[config.mk]
export PLATFORM = sky130hd
export DESIGN_NAME = rcpt_reset_cause
export DESIGN_NICKNAME = d
export VERILOG_FILES = /design/src/hdl/rcpt_pkg.sv /design/src/hdl/rcpt_reset_cause.sv
export SDC_FILE = /design/constraint.sdc
export NUM_CORES = 1
export LEC_CHECK = 0
export BUFFER_PORTS_ARGS = -buffer_cell sky130_fd_sc_hd__buf_2
export CAP_MARGIN = 10
export CELL_PAD_IN_SITES_DETAIL_PLACEMENT = 0
export CELL_PAD_IN_SITES_GLOBAL_PLACEMENT = 1
export CORE_MARGIN = 4
export CORE_UTILIZATION = 35
export DETAILED_ROUTE_END_ITERATION = 8
export GPL_ROUTABILITY_DRIVEN = 0
export GPL_TIMING_DRIVEN = 0
export PLACE_DENSITY_LB_ADDON = 0.1
export SLEW_MARGIN = 20
export SYNTH_ARGS = -nofsm -noshare
export SYNTH_HDL_FRONTEND = slang
export SYNTH_SLANG_ARGS = --single-unit
export TNS_END_PERCENT = 30
[constraint.sdc]
create_clock -name hclk -period 2.8 [get_ports hclk]
set_clock_uncertainty 0.15 [all_clocks]
set_input_delay 0.28 -clock hclk [delete_from_list [all_inputs] [get_ports hclk]]
set_output_delay 0.28 -clock hclk [all_outputs]
set_load 0.02 [all_outputs]
[src/hdl/rcpt_pkg.sv]
package rcpt_pkg;
  // ---------------------------------------------------------------
  // Register map
  // ---------------------------------------------------------------
  localparam logic [7:0] REG_FLAGS_OFF  = 8'h00;
  localparam logic [7:0] REG_STATUS_OFF = 8'h04;
  localparam logic [7:0] REG_PC_OFF     = 8'h08;
  localparam logic [7:0] REG_CTRL_OFF   = 8'h0c;
  // ---------------------------------------------------------------
  // Flag field positions
  // ---------------------------------------------------------------
  localparam int FLG_BROWN = 0;
  localparam int FLG_POR   = 1;
  localparam int FLG_DOWN  = 2;
  localparam int FLG_TMO   = 3;
  localparam int FLG_INSTR = 4;
  localparam int FLG_CFG   = 5;
  localparam int FLG_UNDER = 6;
  localparam int FLG_OVER  = 7;
  localparam int FLG_W     = 8;
  localparam logic [7:0] FLAGS_RESET = 8'h3c;
  // ---------------------------------------------------------------
  // Status and control field positions
  // ---------------------------------------------------------------
  localparam int ST_INT_RESET = 0;
  localparam int ST_DELAY     = 1;
  localparam int ST_MISMATCH  = 2;
  localparam int ST_COUNT_LSB = 16;
  localparam int CTRL_RESET_INSTR = 0;
  // ---------------------------------------------------------------
  // Power modes and vectors
  // ---------------------------------------------------------------
  localparam logic [1:0] PM_FULL  = 2'h0;
  localparam logic [1:0] PM_RUN   = 2'h1;
  localparam logic [1:0] PM_IDLE  = 2'h2;
  localparam logic [1:0] PM_SLEEP = 2'h3;
  localparam int PC_W = 21;
  localparam logic [PC_W-1:0] PC_RESET    = 21'h000000;
  localparam logic [PC_W-1:0] VEC_HIGH    = 21'h000008;
  localparam logic [PC_W-1:0] VEC_LOW     = 21'h000018;
  localparam logic [PC_W-1:0] PC_WAKE_INC = 21'h000002;
  // ---------------------------------------------------------------
  // Power-up delay
  // ---------------------------------------------------------------
  localparam int DLY_W = 11;
  localparam logic [DLY_W-1:0] DLY_LAST = 11'h7ff;
endpackage : rcpt_pkg

[src/hdl/rcpt_reset_cause.sv]
`timescale 1ns/1ns
`default_nettype none
// Contract
// Brown-out flag cleared by brown-out reset or power-on reset.
// Software reads flag pair brown-out 0, power-on 1 as brown-out.
// Regulator disabled blocks brown-out reset; power-on still clears brown-out flag.
// Config words constantly compared with complement shadows; mismatch resets.
// Only a mismatch event clears the mismatch flag.
// Every hard or power reset reloads configuration words on restart.
// Power-up delay is always on: 11-bit, 2048 RC oscillator periods.
// Internal reset held while the power-up delay counts.
// Power-up delay starts only after power-on pulse is released.
// Pin held low past delay expiry: release runs immediately.
// Undefined registers unknown after power-on, kept across other resets.
// Watchdog wake resumes operation, leaving most state unchanged.
// Power-on: PC 0, set mismatch, instr, timeout, powerdown; clear other flags.
// Brown-out: PC 0, set mismatch, instr, timeout, powerdown; clear brown-out.
// Reset instruction: PC 0, clear only reset-instruction flag.
// Pin reset: PC 0; timeout set in managed modes; powerdown cleared idle/sleep.
// Stack faults set their flags; underflow without reset when disabled. Code sets overflow flag only when reset enabled.
// Watchdog timeout in run modes: reset, PC 0, clear timeout only.
// Watchdog timeout idle/sleep: wake, clear timeout and powerdown, PC plus 2.
// Interrupt exit from managed mode clears PD, continues at PC plus 2.
// Interrupt wake with global enable set loads vector 0008h or 0018h.
// After brown-out full delay runs; restarts on new brown-out.
// Power-on flag never set by hardware, only software.
// Brown-out reset held while supply below threshold.
// Internal reset while any source or delay active; released synchronously.
module rcpt_reset_cause
  import rcpt_pkg::*;
#(
  parameter int CFG_W = 16
) (
  input  wire logic             hclk,
  input  wire logic             hresetn,
  input  wire logic             hsel,
  input  wire logic [31:0]      haddr,
  input  wire logic [1:0]       htrans,
  input  wire logic             hwrite,
  input  wire logic [2:0]       hsize,
  input  wire logic [31:0]      hwdata,
  input  wire logic             hready,
  output logic      [31:0]      hrdata,
  output logic                  hreadyout,
  output logic                  hresp,
  input  wire logic             internal_rc_oscillator,
  input  wire logic             external_reset_pin,
  input  wire logic             poweron_detect,
  input  wire logic             brownout_detect,
  input  wire logic             regulator_enable,
  input  wire logic [CFG_W-1:0] config_word,
  input  wire logic [CFG_W-1:0] config_shadow,
  input  wire logic             watchdog_timeout,
  input  wire logic             reset_instr,
  input  wire logic             stack_overflow,
  input  wire logic             stack_underflow,
  input  wire logic             stack_fault_reset_enable,
  input  wire logic [1:0]       power_mode,
  input  wire logic             interrupt_wake,
  input  wire logic             interrupt_high_priority,
  input  wire logic             high_priority_global_int_enable,
  input  wire logic             low_priority_global_int_enable,
  input  wire logic [PC_W-1:0]  pc_current,
  output logic                  internal_reset_n,
  output logic                  config_reload,
  output logic                  pc_load_valid,
  output logic      [PC_W-1:0]  pc_load_value,
  output logic      [FLG_W-1:0] reset_control_register
);

  function automatic logic [PC_W-1:0] pc_plus2(input logic [PC_W-1:0] pc);
    pc_plus2 = pc + PC_WAKE_INC;
  endfunction : pc_plus2

  // ---------------------------------------------------------------
  // Input synchronisers (RC oscillator, pin, power-on, brown-out), three stages, change on agreement
  // ---------------------------------------------------------------
  logic [2:0] rc_sync_reg;
  logic [2:0] pin_sync_reg;
  logic [2:0] por_sync_reg;
  logic [2:0] brn_sync_reg;
  logic       rc_level_reg;
  logic       pin_level_reg;
  logic       por_level_reg;
  logic       brn_level_reg;

  always_ff @(posedge hclk or negedge hresetn) begin
    if (!hresetn) begin
      rc_sync_reg  <= 3'h0;
      pin_sync_reg <= 3'h7;
      por_sync_reg <= 3'h7;
      brn_sync_reg <= 3'h0;
    end else begin
      rc_sync_reg  <= {rc_sync_reg[1:0], internal_rc_oscillator};
      pin_sync_reg <= {pin_sync_reg[1:0], external_reset_pin};
      por_sync_reg <= {por_sync_reg[1:0], poweron_detect};
      brn_sync_reg <= {brn_sync_reg[1:0], brownout_detect};
    end
  end

  always_ff @(posedge hclk or negedge hresetn) begin
    if (!hresetn) begin
      rc_level_reg  <= 1'b0;
      pin_level_reg <= 1'b1;
      por_level_reg <= 1'b1;
      brn_level_reg <= 1'b0;
    end else begin
      if (rc_sync_reg[1] == rc_sync_reg[2]) rc_level_reg <= rc_sync_reg[2];
      if (pin_sync_reg[1] == pin_sync_reg[2]) pin_level_reg <= pin_sync_reg[2];
      if (por_sync_reg[1] == por_sync_reg[2]) por_level_reg <= por_sync_reg[2];
      if (brn_sync_reg[1] == brn_sync_reg[2]) brn_level_reg <= brn_sync_reg[2];
    end
  end

  wire rc_tick     = (rc_sync_reg[1] == rc_sync_reg[2]) & rc_sync_reg[2] & ~rc_level_reg;
  wire pin_fall    = (pin_sync_reg[1] == pin_sync_reg[2]) & ~pin_sync_reg[2] & pin_level_reg;
  wire pin_low     = ~pin_level_reg;
  wire por_active  = por_level_reg;
  wire brn_active  = brn_level_reg & regulator_enable;
  wire cfg_mismatch = ((config_word ^ config_shadow) != {CFG_W{1'b1}});

  // ---------------------------------------------------------------
  // Event decode
  // ---------------------------------------------------------------
  logic       sw_reset_instr_reg;
  logic [FLG_W-1:0] flags_reg;
  logic [FLG_W-1:0] flags_next;
  logic             bus_flag_wr;

  wire run_mode     = (power_mode == PM_FULL) | (power_mode == PM_RUN);
  wire managed_mode = (power_mode != PM_FULL);
  wire idle_sleep   = (power_mode == PM_IDLE) | (power_mode == PM_SLEEP);
  wire ev_instr     = reset_instr | sw_reset_instr_reg;
  wire ev_dog_rst   = watchdog_timeout & run_mode;
  wire ev_dog_wake  = watchdog_timeout & idle_sleep;
  wire ev_int_wake  = interrupt_wake & managed_mode & ~ev_dog_wake;
  wire ev_stk_ovf   = stack_overflow & stack_fault_reset_enable;
  wire ev_stk_unf   = stack_underflow;
  wire stk_unf_rst  = stack_underflow & stack_fault_reset_enable;
  wire hard_event   = pin_fall | ev_instr | ev_dog_rst | ev_stk_ovf | stk_unf_rst | cfg_mismatch;
  wire gie_any      = high_priority_global_int_enable | low_priority_global_int_enable;

  // ---------------------------------------------------------------
  // Power-up delay counter
  // ---------------------------------------------------------------
  logic             delay_active_reg;
  logic [DLY_W-1:0] delay_count_reg;
  logic             delay_active_next;
  logic [DLY_W-1:0] delay_count_next;

  wire delay_hold = por_active | brn_active;
  wire delay_done = delay_active_reg & ~delay_hold & rc_tick & (delay_count_reg == DLY_LAST);

  always_comb begin
    delay_active_next = delay_active_reg;
    delay_count_next  = delay_count_reg;
    if (delay_hold) begin
      delay_active_next = 1'b1;
      delay_count_next  = '0;
    end else if (delay_done) begin
      delay_active_next = 1'b0;
      delay_count_next  = '0;
    end else if (delay_active_reg && rc_tick) begin
      delay_count_next  = delay_count_reg + 11'h001;
    end
  end

  always_ff @(posedge hclk or negedge hresetn) begin
    if (!hresetn) begin
      delay_active_reg <= 1'b1;
      delay_count_reg  <= '0;
    end else begin
      delay_active_reg <= delay_active_next;
      delay_count_reg  <= delay_count_next;
    end
  end

  // ---------------------------------------------------------------
  // Internal reset and configuration reload
  // ---------------------------------------------------------------
  wire reset_cond = delay_hold | delay_active_reg | pin_low | hard_event;

  always_ff @(posedge hclk or negedge hresetn) begin
    if (!hresetn) begin
      internal_reset_n <= 1'b0;
      config_reload    <= 1'b0;
    end else begin
      internal_reset_n <= ~reset_cond;
      config_reload    <= ~internal_reset_n & ~reset_cond;
    end
  end

  // ---------------------------------------------------------------
  // Reset-cause and stack flags
  // ---------------------------------------------------------------
  logic [FLG_W-1:0] bus_wdata_flags;

  always_comb begin
    flags_next = flags_reg;
    if (bus_flag_wr) flags_next = bus_wdata_flags;
    if (ev_stk_ovf) flags_next[FLG_OVER] = 1'b1;
    if (ev_stk_unf) flags_next[FLG_UNDER] = 1'b1;
    if (ev_instr) flags_next[FLG_INSTR] = 1'b0;
    if (ev_dog_rst) flags_next[FLG_TMO] = 1'b0;
    if (ev_dog_wake) begin
      flags_next[FLG_TMO]  = 1'b0;
      flags_next[FLG_DOWN] = 1'b0;
    end
    if (ev_int_wake) flags_next[FLG_DOWN] = 1'b0;
    if (pin_fall && managed_mode) flags_next[FLG_TMO] = 1'b1;
    if (pin_fall && idle_sleep) flags_next[FLG_DOWN] = 1'b0;
    if (cfg_mismatch) flags_next[FLG_CFG] = 1'b0;
    if (brn_active || por_active) begin
      flags_next[FLG_CFG]   = 1'b1;
      flags_next[FLG_INSTR] = 1'b1;
      flags_next[FLG_TMO]   = 1'b1;
      flags_next[FLG_DOWN]  = 1'b1;
      flags_next[FLG_BROWN] = 1'b0;
    end
    if (por_active) begin
      flags_next[FLG_POR]   = 1'b0;
      flags_next[FLG_OVER]  = 1'b0;
      flags_next[FLG_UNDER] = 1'b0;
    end
  end

  always_ff @(posedge hclk or negedge hresetn) begin
    if (!hresetn) begin
      flags_reg <= FLAGS_RESET;
    end else begin
      flags_reg <= flags_next;
    end
  end

  always_ff @(posedge hclk or negedge hresetn) begin
    if (!hresetn) begin
      reset_control_register <= FLAGS_RESET;
    end else begin
      reset_control_register <= flags_next;
    end
  end

  // ---------------------------------------------------------------
  // Program counter load
  // ---------------------------------------------------------------
  wire [PC_W-1:0] int_target = !gie_any ? pc_plus2(pc_current) :
                               interrupt_high_priority ? VEC_HIGH : VEC_LOW;
  wire            pc_load_now = reset_cond | ev_dog_wake | ev_int_wake;
  wire [PC_W-1:0] pc_target  = reset_cond ? PC_RESET :
                               ev_dog_wake ? pc_plus2(pc_current) : int_target;

  always_ff @(posedge hclk or negedge hresetn) begin
    if (!hresetn) begin
      pc_load_valid <= 1'b0;
      pc_load_value <= PC_RESET;
    end else begin
      pc_load_valid <= pc_load_now;
      if (pc_load_now) pc_load_value <= pc_target;
    end
  end

  // ---------------------------------------------------------------
  // AHB-Lite slave
  // ---------------------------------------------------------------
  logic       wr_pend_reg;
  logic [7:0] wr_addr_reg;

  wire        addr_phase = hsel & htrans[1] & hready;
  wire        rd_req     = addr_phase & ~hwrite;
  wire        rd_stall   = rd_req & wr_pend_reg & hreadyout;
  wire [7:0]  req_off    = {haddr[7:2], 2'b00};
  wire        hi_zero    = (haddr[31:8] == 24'h000000);
  assign bus_flag_wr     = wr_pend_reg & (wr_addr_reg == REG_FLAGS_OFF);
  assign bus_wdata_flags = hwdata[FLG_W-1:0];
  wire        ctrl_wr    = wr_pend_reg & (wr_addr_reg == REG_CTRL_OFF);
  wire [31:0] status_word = {5'h00, delay_count_reg, 13'h0000, cfg_mismatch,
                             delay_active_reg, ~internal_reset_n};
  wire [31:0] rd_word = !hi_zero ? 32'h00000000 :
                        (req_off == REG_FLAGS_OFF)  ? {24'h000000, flags_reg} :
                        (req_off == REG_STATUS_OFF) ? status_word :
                        (req_off == REG_PC_OFF)     ? {11'h000, pc_load_value} :
                        32'h00000000;

  always_ff @(posedge hclk or negedge hresetn) begin
    if (!hresetn) begin
      wr_pend_reg <= 1'b0;
      wr_addr_reg <= 8'h00;
    end else if (hreadyout) begin
      wr_pend_reg <= addr_phase & hwrite & hi_zero & ~rd_stall;
      wr_addr_reg <= req_off;
    end
  end

  always_ff @(posedge hclk or negedge hresetn) begin
    if (!hresetn) begin
      hrdata    <= 32'h00000000;
      hreadyout <= 1'b1;
      hresp     <= 1'b0;
    end else begin
      hreadyout <= ~rd_stall;
      hresp     <= 1'b0;
      if (rd_req && !rd_stall) hrdata <= rd_word;
    end
  end

  always_ff @(posedge hclk or negedge hresetn) begin
    if (!hresetn) begin
      sw_reset_instr_reg <= 1'b0;
    end else begin
      sw_reset_instr_reg <= ctrl_wr & hwdata[CTRL_RESET_INSTR];
    end
  end
endmodule : rcpt_reset_cause
`default_nettype wire

* Word level (Yosys, flattened, before mapping)
Cells that the tools add are included.
Widths: inputs -> output; s select.
** Storage, ports and cells
- Latch bits :: 0
- Bits in registers :: 101
- Logic and storage cells :: 140
- Bits of input ports :: 143
- Memories :: 0
- Bits in read-only memories :: 0
- RAM bits :: 0
- Output and inout bits :: 66
** Cells by class
- Reductions and logical operators :: 21
- Multiplexer cells :: 27
- Shifts and indexed selects :: 0
- Div/mod/pow operators :: 0
- Multiply operators :: 0
- Magnitude comparators :: 0
- Bitwise logic cells :: 51
- Add/subtract/negate cells :: 2
- Equality and inequality tests :: 12
** Operator list (number)
- $mux 21 :: 4
- $mux 27 :: 3
- $mux 11 :: 3
- $and 1x1->1 :: 26
- $logic_not 24->1 :: 1
- $add 21x2->21 const B :: 1
- $logic_not 8->1 :: 2
- $ne 16x16->1 const B :: 1
- $xor 16x16->16 :: 1
- $or 1x1->1 :: 15
- $reduce_bool 3->1 :: 5
- $eq 6x2->1 const B :: 2
- $mux 1 :: 12
- $add 11x1->11 const B :: 1
- $eq 11x11->1 const B :: 1
- $reduce_bool 5->1 :: 2
- $not 1->1 :: 9
- $mux 8 :: 1
- $reduce_bool 2->1 :: 4
- $eq 6x1->1 const B :: 1
- $mux 5 :: 1
- $eq 1x1->1 :: 4
- $eq 2x2->1 const B :: 2
- $logic_and 1x1->1 :: 4
- other kinds (6) :: 7

* Logic depth before layout (Yosys ltp)
Gate-level depths: netlist of run 1.
- Depth after elaboration :: 11
- Gate-level depth with buffers :: 7
- Gate-level depth less buffers :: 6

* Worst setup path before layout of run 1
OpenSTA, ideal clock, no wires.
- Path kind :: register to register
- Start point :: register hreadyout
- End point :: register hrdata[21]
- Period minus slack after synthesis :: 2075 ps
- Cell stages (with the launch flop) :: 8
- Arrival time :: 1859 ps
- Buffers on the path :: 3
- Slack :: 725 ps
- Required time :: 2584 ps
- Library setup time :: 66 ps
- Path through :: dfstp_2 -> buf_6 -> a211o_1 -> buf_6 -> or4_4 -> buf_6 -> nor2_8 -> a22o_1
** Between the ends
- Cells in the longest elaborated chain, start to end :: 3
** Ends and longest elaborated chain
- start: declaration :: line rcpt_reset_cause.sv:44 : output logic hreadyout,
- start signal: assignment :: line rcpt_reset_cause.sv:300 : hreadyout <= ~rd_stall;
- $and 1x1->1 :: line rcpt_reset_cause.sv:270 : wire rd_stall = rd_req & wr_pend_reg & hreadyout;
- $logic_not 1->1 :: line rcpt_reset_cause.sv:302 : if (rd_req && !rd_stall) hrdata <= rd_word;
- $logic_and 1x1->1 :: line rcpt_reset_cause.sv:302
- end signal: assignment :: line rcpt_reset_cause.sv:302
- end: declaration :: line rcpt_reset_cause.sv:43 : output logic [31:0] hrdata,
No other way between the ends.
A chain may end at the register's enable or synchronous reset.

* Worst setup path after layout of run 1
- Start point :: input reset_instr
- End point :: register pc_load_value[20]
** Between the ends
- Cells in the longest elaborated chain, start to end :: 9
- Elaborated cells on any way between the ends :: 10
- Classes of those cells :: mux (1); bitwise (9)
** Ends and longest elaborated chain
- start: declaration :: line rcpt_reset_cause.sv:54 : input wire logic reset_instr,
- $or 1x1->1 (*) :: line rcpt_reset_cause.sv:133 : wire ev_instr = reset_instr | sw_reset_instr_reg;
- $or 1x1->1 (*) (5 in a row) :: line rcpt_reset_cause.sv:140 : wire hard_event = pin_fall | ev_instr | ev_dog_rst | ev_stk_ovf | stk_unf_rst | cfg_mismatch;
- $or 1x1->1 (*) :: line rcpt_reset_cause.sv:181 : wire reset_cond = delay_hold | delay_active_reg | pin_low | hard_event;
- $or 1x1->1 (2 in a row) :: line rcpt_reset_cause.sv:248 : wire pc_load_now = reset_cond | ev_dog_wake | ev_int_wake;
- end signal: assignment :: line rcpt_reset_cause.sv:258 : if (pc_load_now) pc_load_value <= pc_target;
- end: declaration :: line rcpt_reset_cause.sv:67 : output logic [PC_W-1:0] pc_load_value,
Every way passes the cells marked *; elsewhere a longest branch is shown, timed or not.

==> run metrics, run 1 <==
status=finished, final reports clean; pre-CTS setup slack=around 210 ps; htree depth=3; clk buf depth=2; placed inst area=5660 sq um; ANT cells=0; Async S/R FF share, synth=100%; CTS tree=built; WP data required=2920 ps; leading area contributor after synthesis=dfrtp_1; Worst EP arrival=around 2400 ps; Yosys reg bits=96; final setup vio count=0; total number of yosys warnings=0; initial core utilization=35.9%; peak supply drop=between 0.3 and 0.4 mV; antenna violations before repair=0; row count=about 40; Layout Cells excl Fill=773; count of input and output buffers=172; drt total wl=between 10,000 and 15,000 microns; Slew Limit Fails=0; synthesized area per cell=11.3 sq um; Routed WL per cell=16.1 microns; HP Class=input port to flop; Crit. End Element=flop; Pleak=2.91 nW; power density over the cells=499 nW/um^2; RSZ-0062 raised after global routing=no; slack of the critical path=slightly below 500 ps; first-pass GRT wire length=19,900 microns; clock sinks=96; post-synthesis cell type count=slightly above 50; Final period util=between 80 and 90%; Worst-Skew Late Latency=roughly 340 ps; max FFs per register=27; DR DRC count=0; clock root buffer=clkbuf_16; Crit Path Class=input port to flop; Fin. Hold Viols=0; hpwl dp=9720 microns; Slew headroom=a little under two fifths; total power=3.01 mW; Max Cap Viol=0; grt ovf=0; Worst-Margin Slew=roughly 940 ps; Synth area leaders=dfrtp_1, dfstp_2, xnor2_1, mux2i_1, o2bb2ai_1; Layout Nets=743; Synth Instances=401; Avg Vias per Cell=4.87; setup TNS=0 ps; Post-Syn Area=roughly 4500 sq um; Die W=122 microns; placed insts=751; slowest CP cell=dlygate4sd3_1; Top FF cell, synth=dfrtp_1; Post-synth EDFFs=0; First-pass DRT Iterations=4; antenna-violating nets left=0; CTS Buf Count=9; crit path max fanout=10; All-Layer GR Usage=between 10% and 20%; Iter 0 DRT Violations=133; Die ar.=14,800 sq um; Die Y=~120 microns; crit path launch type=input port; max incr delay on CP=530 ps; largest net degree at the start of global routing=71; via count=3,761; design area=6020 sq um; number of I/O pins=209; Layout area overhead=33.0%; Reg clk slew, reported paths=60 ps; core area=12,600 sq um; vias in the first global route=3,865; fmax=433 MHz; sequential area share after synthesis=between 50 and 60%; critical path, cell by cell=dlygate4sd3_1 > buf_2 > nor4b_1 > nand4_1 > nand4b_2 > clkbuf_1 > o2bb2ai_1; Synth top area share=~45%; crit path time final=between 2000 and 2500 ps; layout cells sized above 1=38.1%
==> worst max-delay path: cells and delay by family <==
| family | cells | cell delay [ps] |
|---|---|---|
| compound gates | 1 | 200 |
| buf+inv | 3 | 990 |
| simple gates | 3 | 950 |
==> metrics by stage <==
stage | hold WS [ps] | utilization [%]
after detailed placement | 14.6 | 44.8
after CTS | 4.74 | 47.7
after global placement | 188 | 44.6
final | 14.6 | 47.7
after global routing | 21.1 | 47.7
after floorplan | -166 | -
==> synthesized netlist by cell type, types with 3 or more instances <==
library cell / number
nor3_1: 3
xor2_1: 15
a22o_1: 16
mux2_2: 9
a22oi_1: 5
mux2i_1: 17
o31ai_1: 6
dfstp_2: 14
ha_1: 4
nand3_1: 14
nor2_1: 26
xnor2_1: 26
clkbuf_1: 8
nand4_1: 9
o2bb2ai_1: 19
o21ai_0: 16
nor4_1: 13
buf_4: 6
buf_6: 3
nand2_1: 31
dfrtp_1: 82
inv_1: 12
and4_1: 6
a21oi_1: 8
==> path summary, 6_finish.rpt <==
| kind | slack [ps] | endpoint | start | cells after the start |
|---|---|---|---|---|
| min | 10 | pc_load_value[1]$_DFFE_PN0P_ | pc_current[1] | 2 |
| min reg2reg | 200 | brn_sync_reg[1]$_DFF_PN0_ | brn_sync_reg[0]$_DFF_PN0_ | 0 |
| max reg2reg | 540 | pc_load_value[20]$_DFFE_PN0P_ | brn_level_reg$_DFFE_PN0N_ | 5 |
| max in group asynchronous | 1630 | por_sync_reg[2]$_DFF_PN1_ | hresetn | 3 |
| max | 490 | pc_load_value[20]$_DFFE_PN0P_ | reset_instr | 7 |
| min in group asynchronous | 220 | wr_addr_reg[5]$_DFFE_PN0P_ | hresetn | 2 |
==> cell families after synthesis <==
group / Yosys count / share of synthesized area [%]
simple gates: 120 / 14.4
flops: 96 / 53.4
compound gates: 81 / 13.1
xor+xnor: 41 / 7.93
buf+inv: 30 / 3.51
mux: 26 / 6.00
fa+ha+maj: 6 / 1.55
other cells: 1 / 0.0828
==> cells in the final DEF, fill, tap and decap left out, types with 3 or more instances in the layout <==
master | netlist | routed
mux2i_1 | 17 | 17
o31ai_1 | 6 | 6
xnor2_1 | 26 | 26
nand2_1 | 31 | 31
clkbuf_1 | 8 | 10
inv_1 | 12 | 12
conb_1 | 1 | 6
buf_6 | 3 | 4
dfrtp_1 | 82 | 82
nor2_1 | 26 | 26
nor4_1 | 13 | 13
and4_1 | 6 | 6
o2bb2ai_1 | 19 | 19
buf_2 | 1 | 172
nand3_1 | 14 | 14
o21ai_0 | 16 | 16
a21oi_1 | 8 | 7
xor2_1 | 15 | 15
dfstp_2 | 14 | 14
buf_4 | 6 | 6
mux2_2 | 9 | 9
a22o_1 | 16 | 16
dlygate4sd3_1 | 0 | 6
ha_1 | 4 | 4
nand4_1 | 9 | 9
nor3_1 | 3 | 3
clkbuf_16 | 0 | 9
a22oi_1 | 5 | 5
==> metal layers <==
layer  global-route usage, %  routed length [microns]
met5                       0                        0
met4                    5.46                      195
met3                    4.97                      799
met2                    28.3                     5940
met1                    22.7                     5480
==> area by class of cell <==
cell class | instances | area (sq um)
fillers | 1220 | 6600
flip-flops and latches | 96 | 2420
multi-input cells | 280 | 1970
repair buffers | 179 | 955
clock inverters | 3 | 40.0
plain buffers | 18 | 114
well taps | 172 | 215
clock buffers | 13 | 260
inverters | 12 | 45.0
==> where the power goes <==
group	leakage [nW]	internal, mW	switching (mW)
sequential	1.25	1.43	0.0254
combinational	1.50	0.145	0.169
clock	0.150	0.738	0.497
==> repair_timing <==
item	4_1_cts	5_1_grt
endpoints found under the hold margin	31	0
hold buffers	6	0
resized for setup	0	1
setup endpoints to repair	0	14
buffers inserted	0	0
No activity file was read; power rests on OpenSTA's default activity.
==> run 2, diff against run 1 <==
clock period = 2.25 ns   (was 2.8 ns; I/O delays follow)
==> run 2 against run 1 <==
Non-clock buffer count up 13. Power up 25%. Core utilization up 1.3 points. Sequential cell count unchanged. Count of clock-buffer cells in the layout unchanged. Die area unchanged. Worst hold slack better by 20 ps. Highest routed layer unchanged.
==> run metrics, run 2 (synthesis results as in run 1) <==
Hold Crit Start=pc_current[10] (was pc_current[1]); total power=3.76 mW (was 3.01 mW); Fin. Hold Viols=0 (unchanged); RSZ-0062 raised after global routing=yes (was no); largest net degree at the start of global routing=71 (unchanged); Clk pwr share=40.8% (was 41.1%); Pleak=2.98 nW (was 2.91 nW); commonest cells after routing, fill and taps aside=buf_2, dfrtp_1, nand2_1 (unchanged); Crit path top cell by count=buf_6; crit path launch type=input port (unchanged); Die Y=122 microns (unchanged); max incr delay on CP=550 ps (was 530 ps); layout cells sized above 1=38.1% (about the same); Crit. End Element=flop (unchanged); fmax=463 MHz; row count=41 (unchanged); crit path max fanout=9 (was 10); reg2reg start=hreadyout$_DFF_PN1_ (was brn_level_reg$_DFFE_PN0N_); WP buf/inv=4 (was 3); ANT cells=0 (unchanged); postcts setup bufs=0 (unchanged); initial core utilization=35.9% (unchanged); Avg Vias per Cell=4.87 (about the same); peak supply drop=0.476 mV (was 0.383 mV); vias in the first global route=3,919 (was 3,865); Layout fillers=1,208 (was 1,220); switching share of power=23.0% (about the same); number of I/O pins=209 (unchanged); Reg clk slew, reported paths=60 ps (about the same); Slew Limit Fails=0 (unchanged); Comb pwr share=10.9% (was 10.5%); Hold Slack=34.2 ps (was 14.6 ps); Slew headroom=42.3% (was 36.7%); core area=12,600 sq um (unchanged); placed inst area=5660 sq um (unchanged); final setup vio count=0 (unchanged); Critical Path Source=hwrite (was reset_instr); WP data required=2380 ps (was 2920 ps); drt total wl=12,500 microns (was 12,400 microns); Seq pwr share=48.2% (was 48.4%); Iter 0 DRT Violations=151 (was 133); antenna-violating nets left=0 (unchanged); critical path, cell by cell=dlygate4sd3_1 > buf_2 > a211o_1 > buf_6 > or4_4 > buf_6 > nor2_8 > a22o_1 (was dlygate4sd3_1 > buf_2 > nor4b_1 > nand4_1 > nand4b_2 > clkbuf_1 > o2bb2ai_1); crit path time final=between 2000 and 2500 ps; Top delay family on crit path=buffers and inverters (unchanged); Layout area overhead=36.6% (was 33.0%); CTS tree=built (unchanged); commonest non-fill, non-tap cell in the layout=buf_2 (unchanged); pre-CTS setup slack=-342 ps (was 208 ps); Worst-Skew Late Latency=340 ps (about the same); clock root buffer=clkbuf_16 (unchanged); Power Internal=2.90 mW (was 2.31 mW); hpwl dp=9720 microns (unchanged); clk buf depth=2 (unchanged); All-Layer GR Usage=17.6% (was 17.4%); DR DRC count=0 (unchanged); slowest CP cell=dlygate4sd3_1 (unchanged); Die ar.=14,800 sq um (unchanged); via count=3,827 (was 3,761); design area=6190 sq um (was 6020 sq um); grt ovf=0 (unchanged); final design utilization=49.0% (was 47.7%); area of the multi-input gates=2000 sq um (was 1970 sq um); Worst EP arrival=2290 ps (was 2430 ps); Layout Nets=756 (was 743); R2R setup slack=90 ps (was 540 ps); Final period util=a little over nine tenths; slack of the critical path=91.8 ps (was 488 ps); htree depth=3 (unchanged); Routed WL per cell=16.0 microns (was 16.1 microns); HP Class=input port to flop (unchanged); First-pass DRT Iterations=4 (unchanged); Die W=122 microns (unchanged); antenna violations before repair=0 (unchanged); count of input and output buffers=172 (unchanged); power density over the cells=608 nW/um^2 (was 499 nW/um^2); Worst-Margin Slew=857 ps (was 944 ps); Crit Path Class=input port to flop (unchanged); CTS Buf Count=9 (unchanged); first-pass GRT wire length=20,100 microns (was 19,900 microns); FF+latch area=2420 sq um (unchanged); max FFs per register=27 (unchanged); Sw Pwr=865 uW (was 691 uW); status=finished, final reports clean (unchanged); clock sinks=96 (unchanged); Max Cap Viol=0 (unchanged)
-- run 2: cell count changes in the layout (fill, tap and decap cells not counted), sizes merged --
cell         before  now
dlygate4sd3       6   19
clkbuf           21   20
buf             183  184
-- run 2: area by class of cell --
cell class                 count  share of cell area [%]
timing repair buffer         192                    17.5
buffer                        18                    1.90
clock inverter                 3                   0.647
inverter                      12                   0.728
tap                          172                    3.48
multi-input combinational    280                    32.4
sequential                    96                    39.1
clock buffer                  13                    4.21
-- run 2: power by group through the flow --
stage | clock (mW) | sequential, mW | combinational, mW
6_report | 1.54 | 1.81 | 0.411
5_1_grt | 1.65 | 1.82 | 0.460
4_1_cts | 1.58 | 1.81 | 0.417
3_5_place_dp | 0 | 1.84 | 0.387
3_3_place_gp | 0 | 1.84 | 0.375
2_1_floorplan | 0 | 1.85 | 0.162
-- run 2: repair_timing --
action,in CTS,in global routing
hold buffers,19,0
hold endpoints to repair,100,0
gates resized for setup,5,7
setup endpoints to repair,23,20
-- run 2: metrics by stage --
| stage | std cells | TNS (ps) |
|---|---|---|
| after global placement | 750 | -22550 |
| after CTS | 786 | 0 |
| after global routing | 786 | -19.5 |
| after floorplan | 406 | 0 |
| after detailed placement | 751 | -7560 |
| final | 786 | 0 |
-- run 2: final timing paths --
kind,to,depth (start not counted)
max,hrdata[21]$_DFFE_PN0P_,8
min,pc_load_value[10]$_DFFE_PN0P_,3
max reg2reg,hrdata[21]$_DFFE_PN0P_,7
min reg2reg,brn_sync_reg[1]$_DFF_PN0_,0
max in group asynchronous,por_sync_reg[2]$_DFF_PN1_,3
min in group asynchronous,wr_addr_reg[5]$_DFFE_PN0P_,2
-- run 2: tightest hold or removal path: stages --
cell,delay (ps)
buf_2,100
xnor2_1,110
o2bb2ai_1,50
-- run 2: metal layers --
metal	part of all wire [%]	GRT usage, %
met4	1.5	5.46
met5	0	0
met2	48	28.6
met3	6.5	4.97
met1	44	22.8
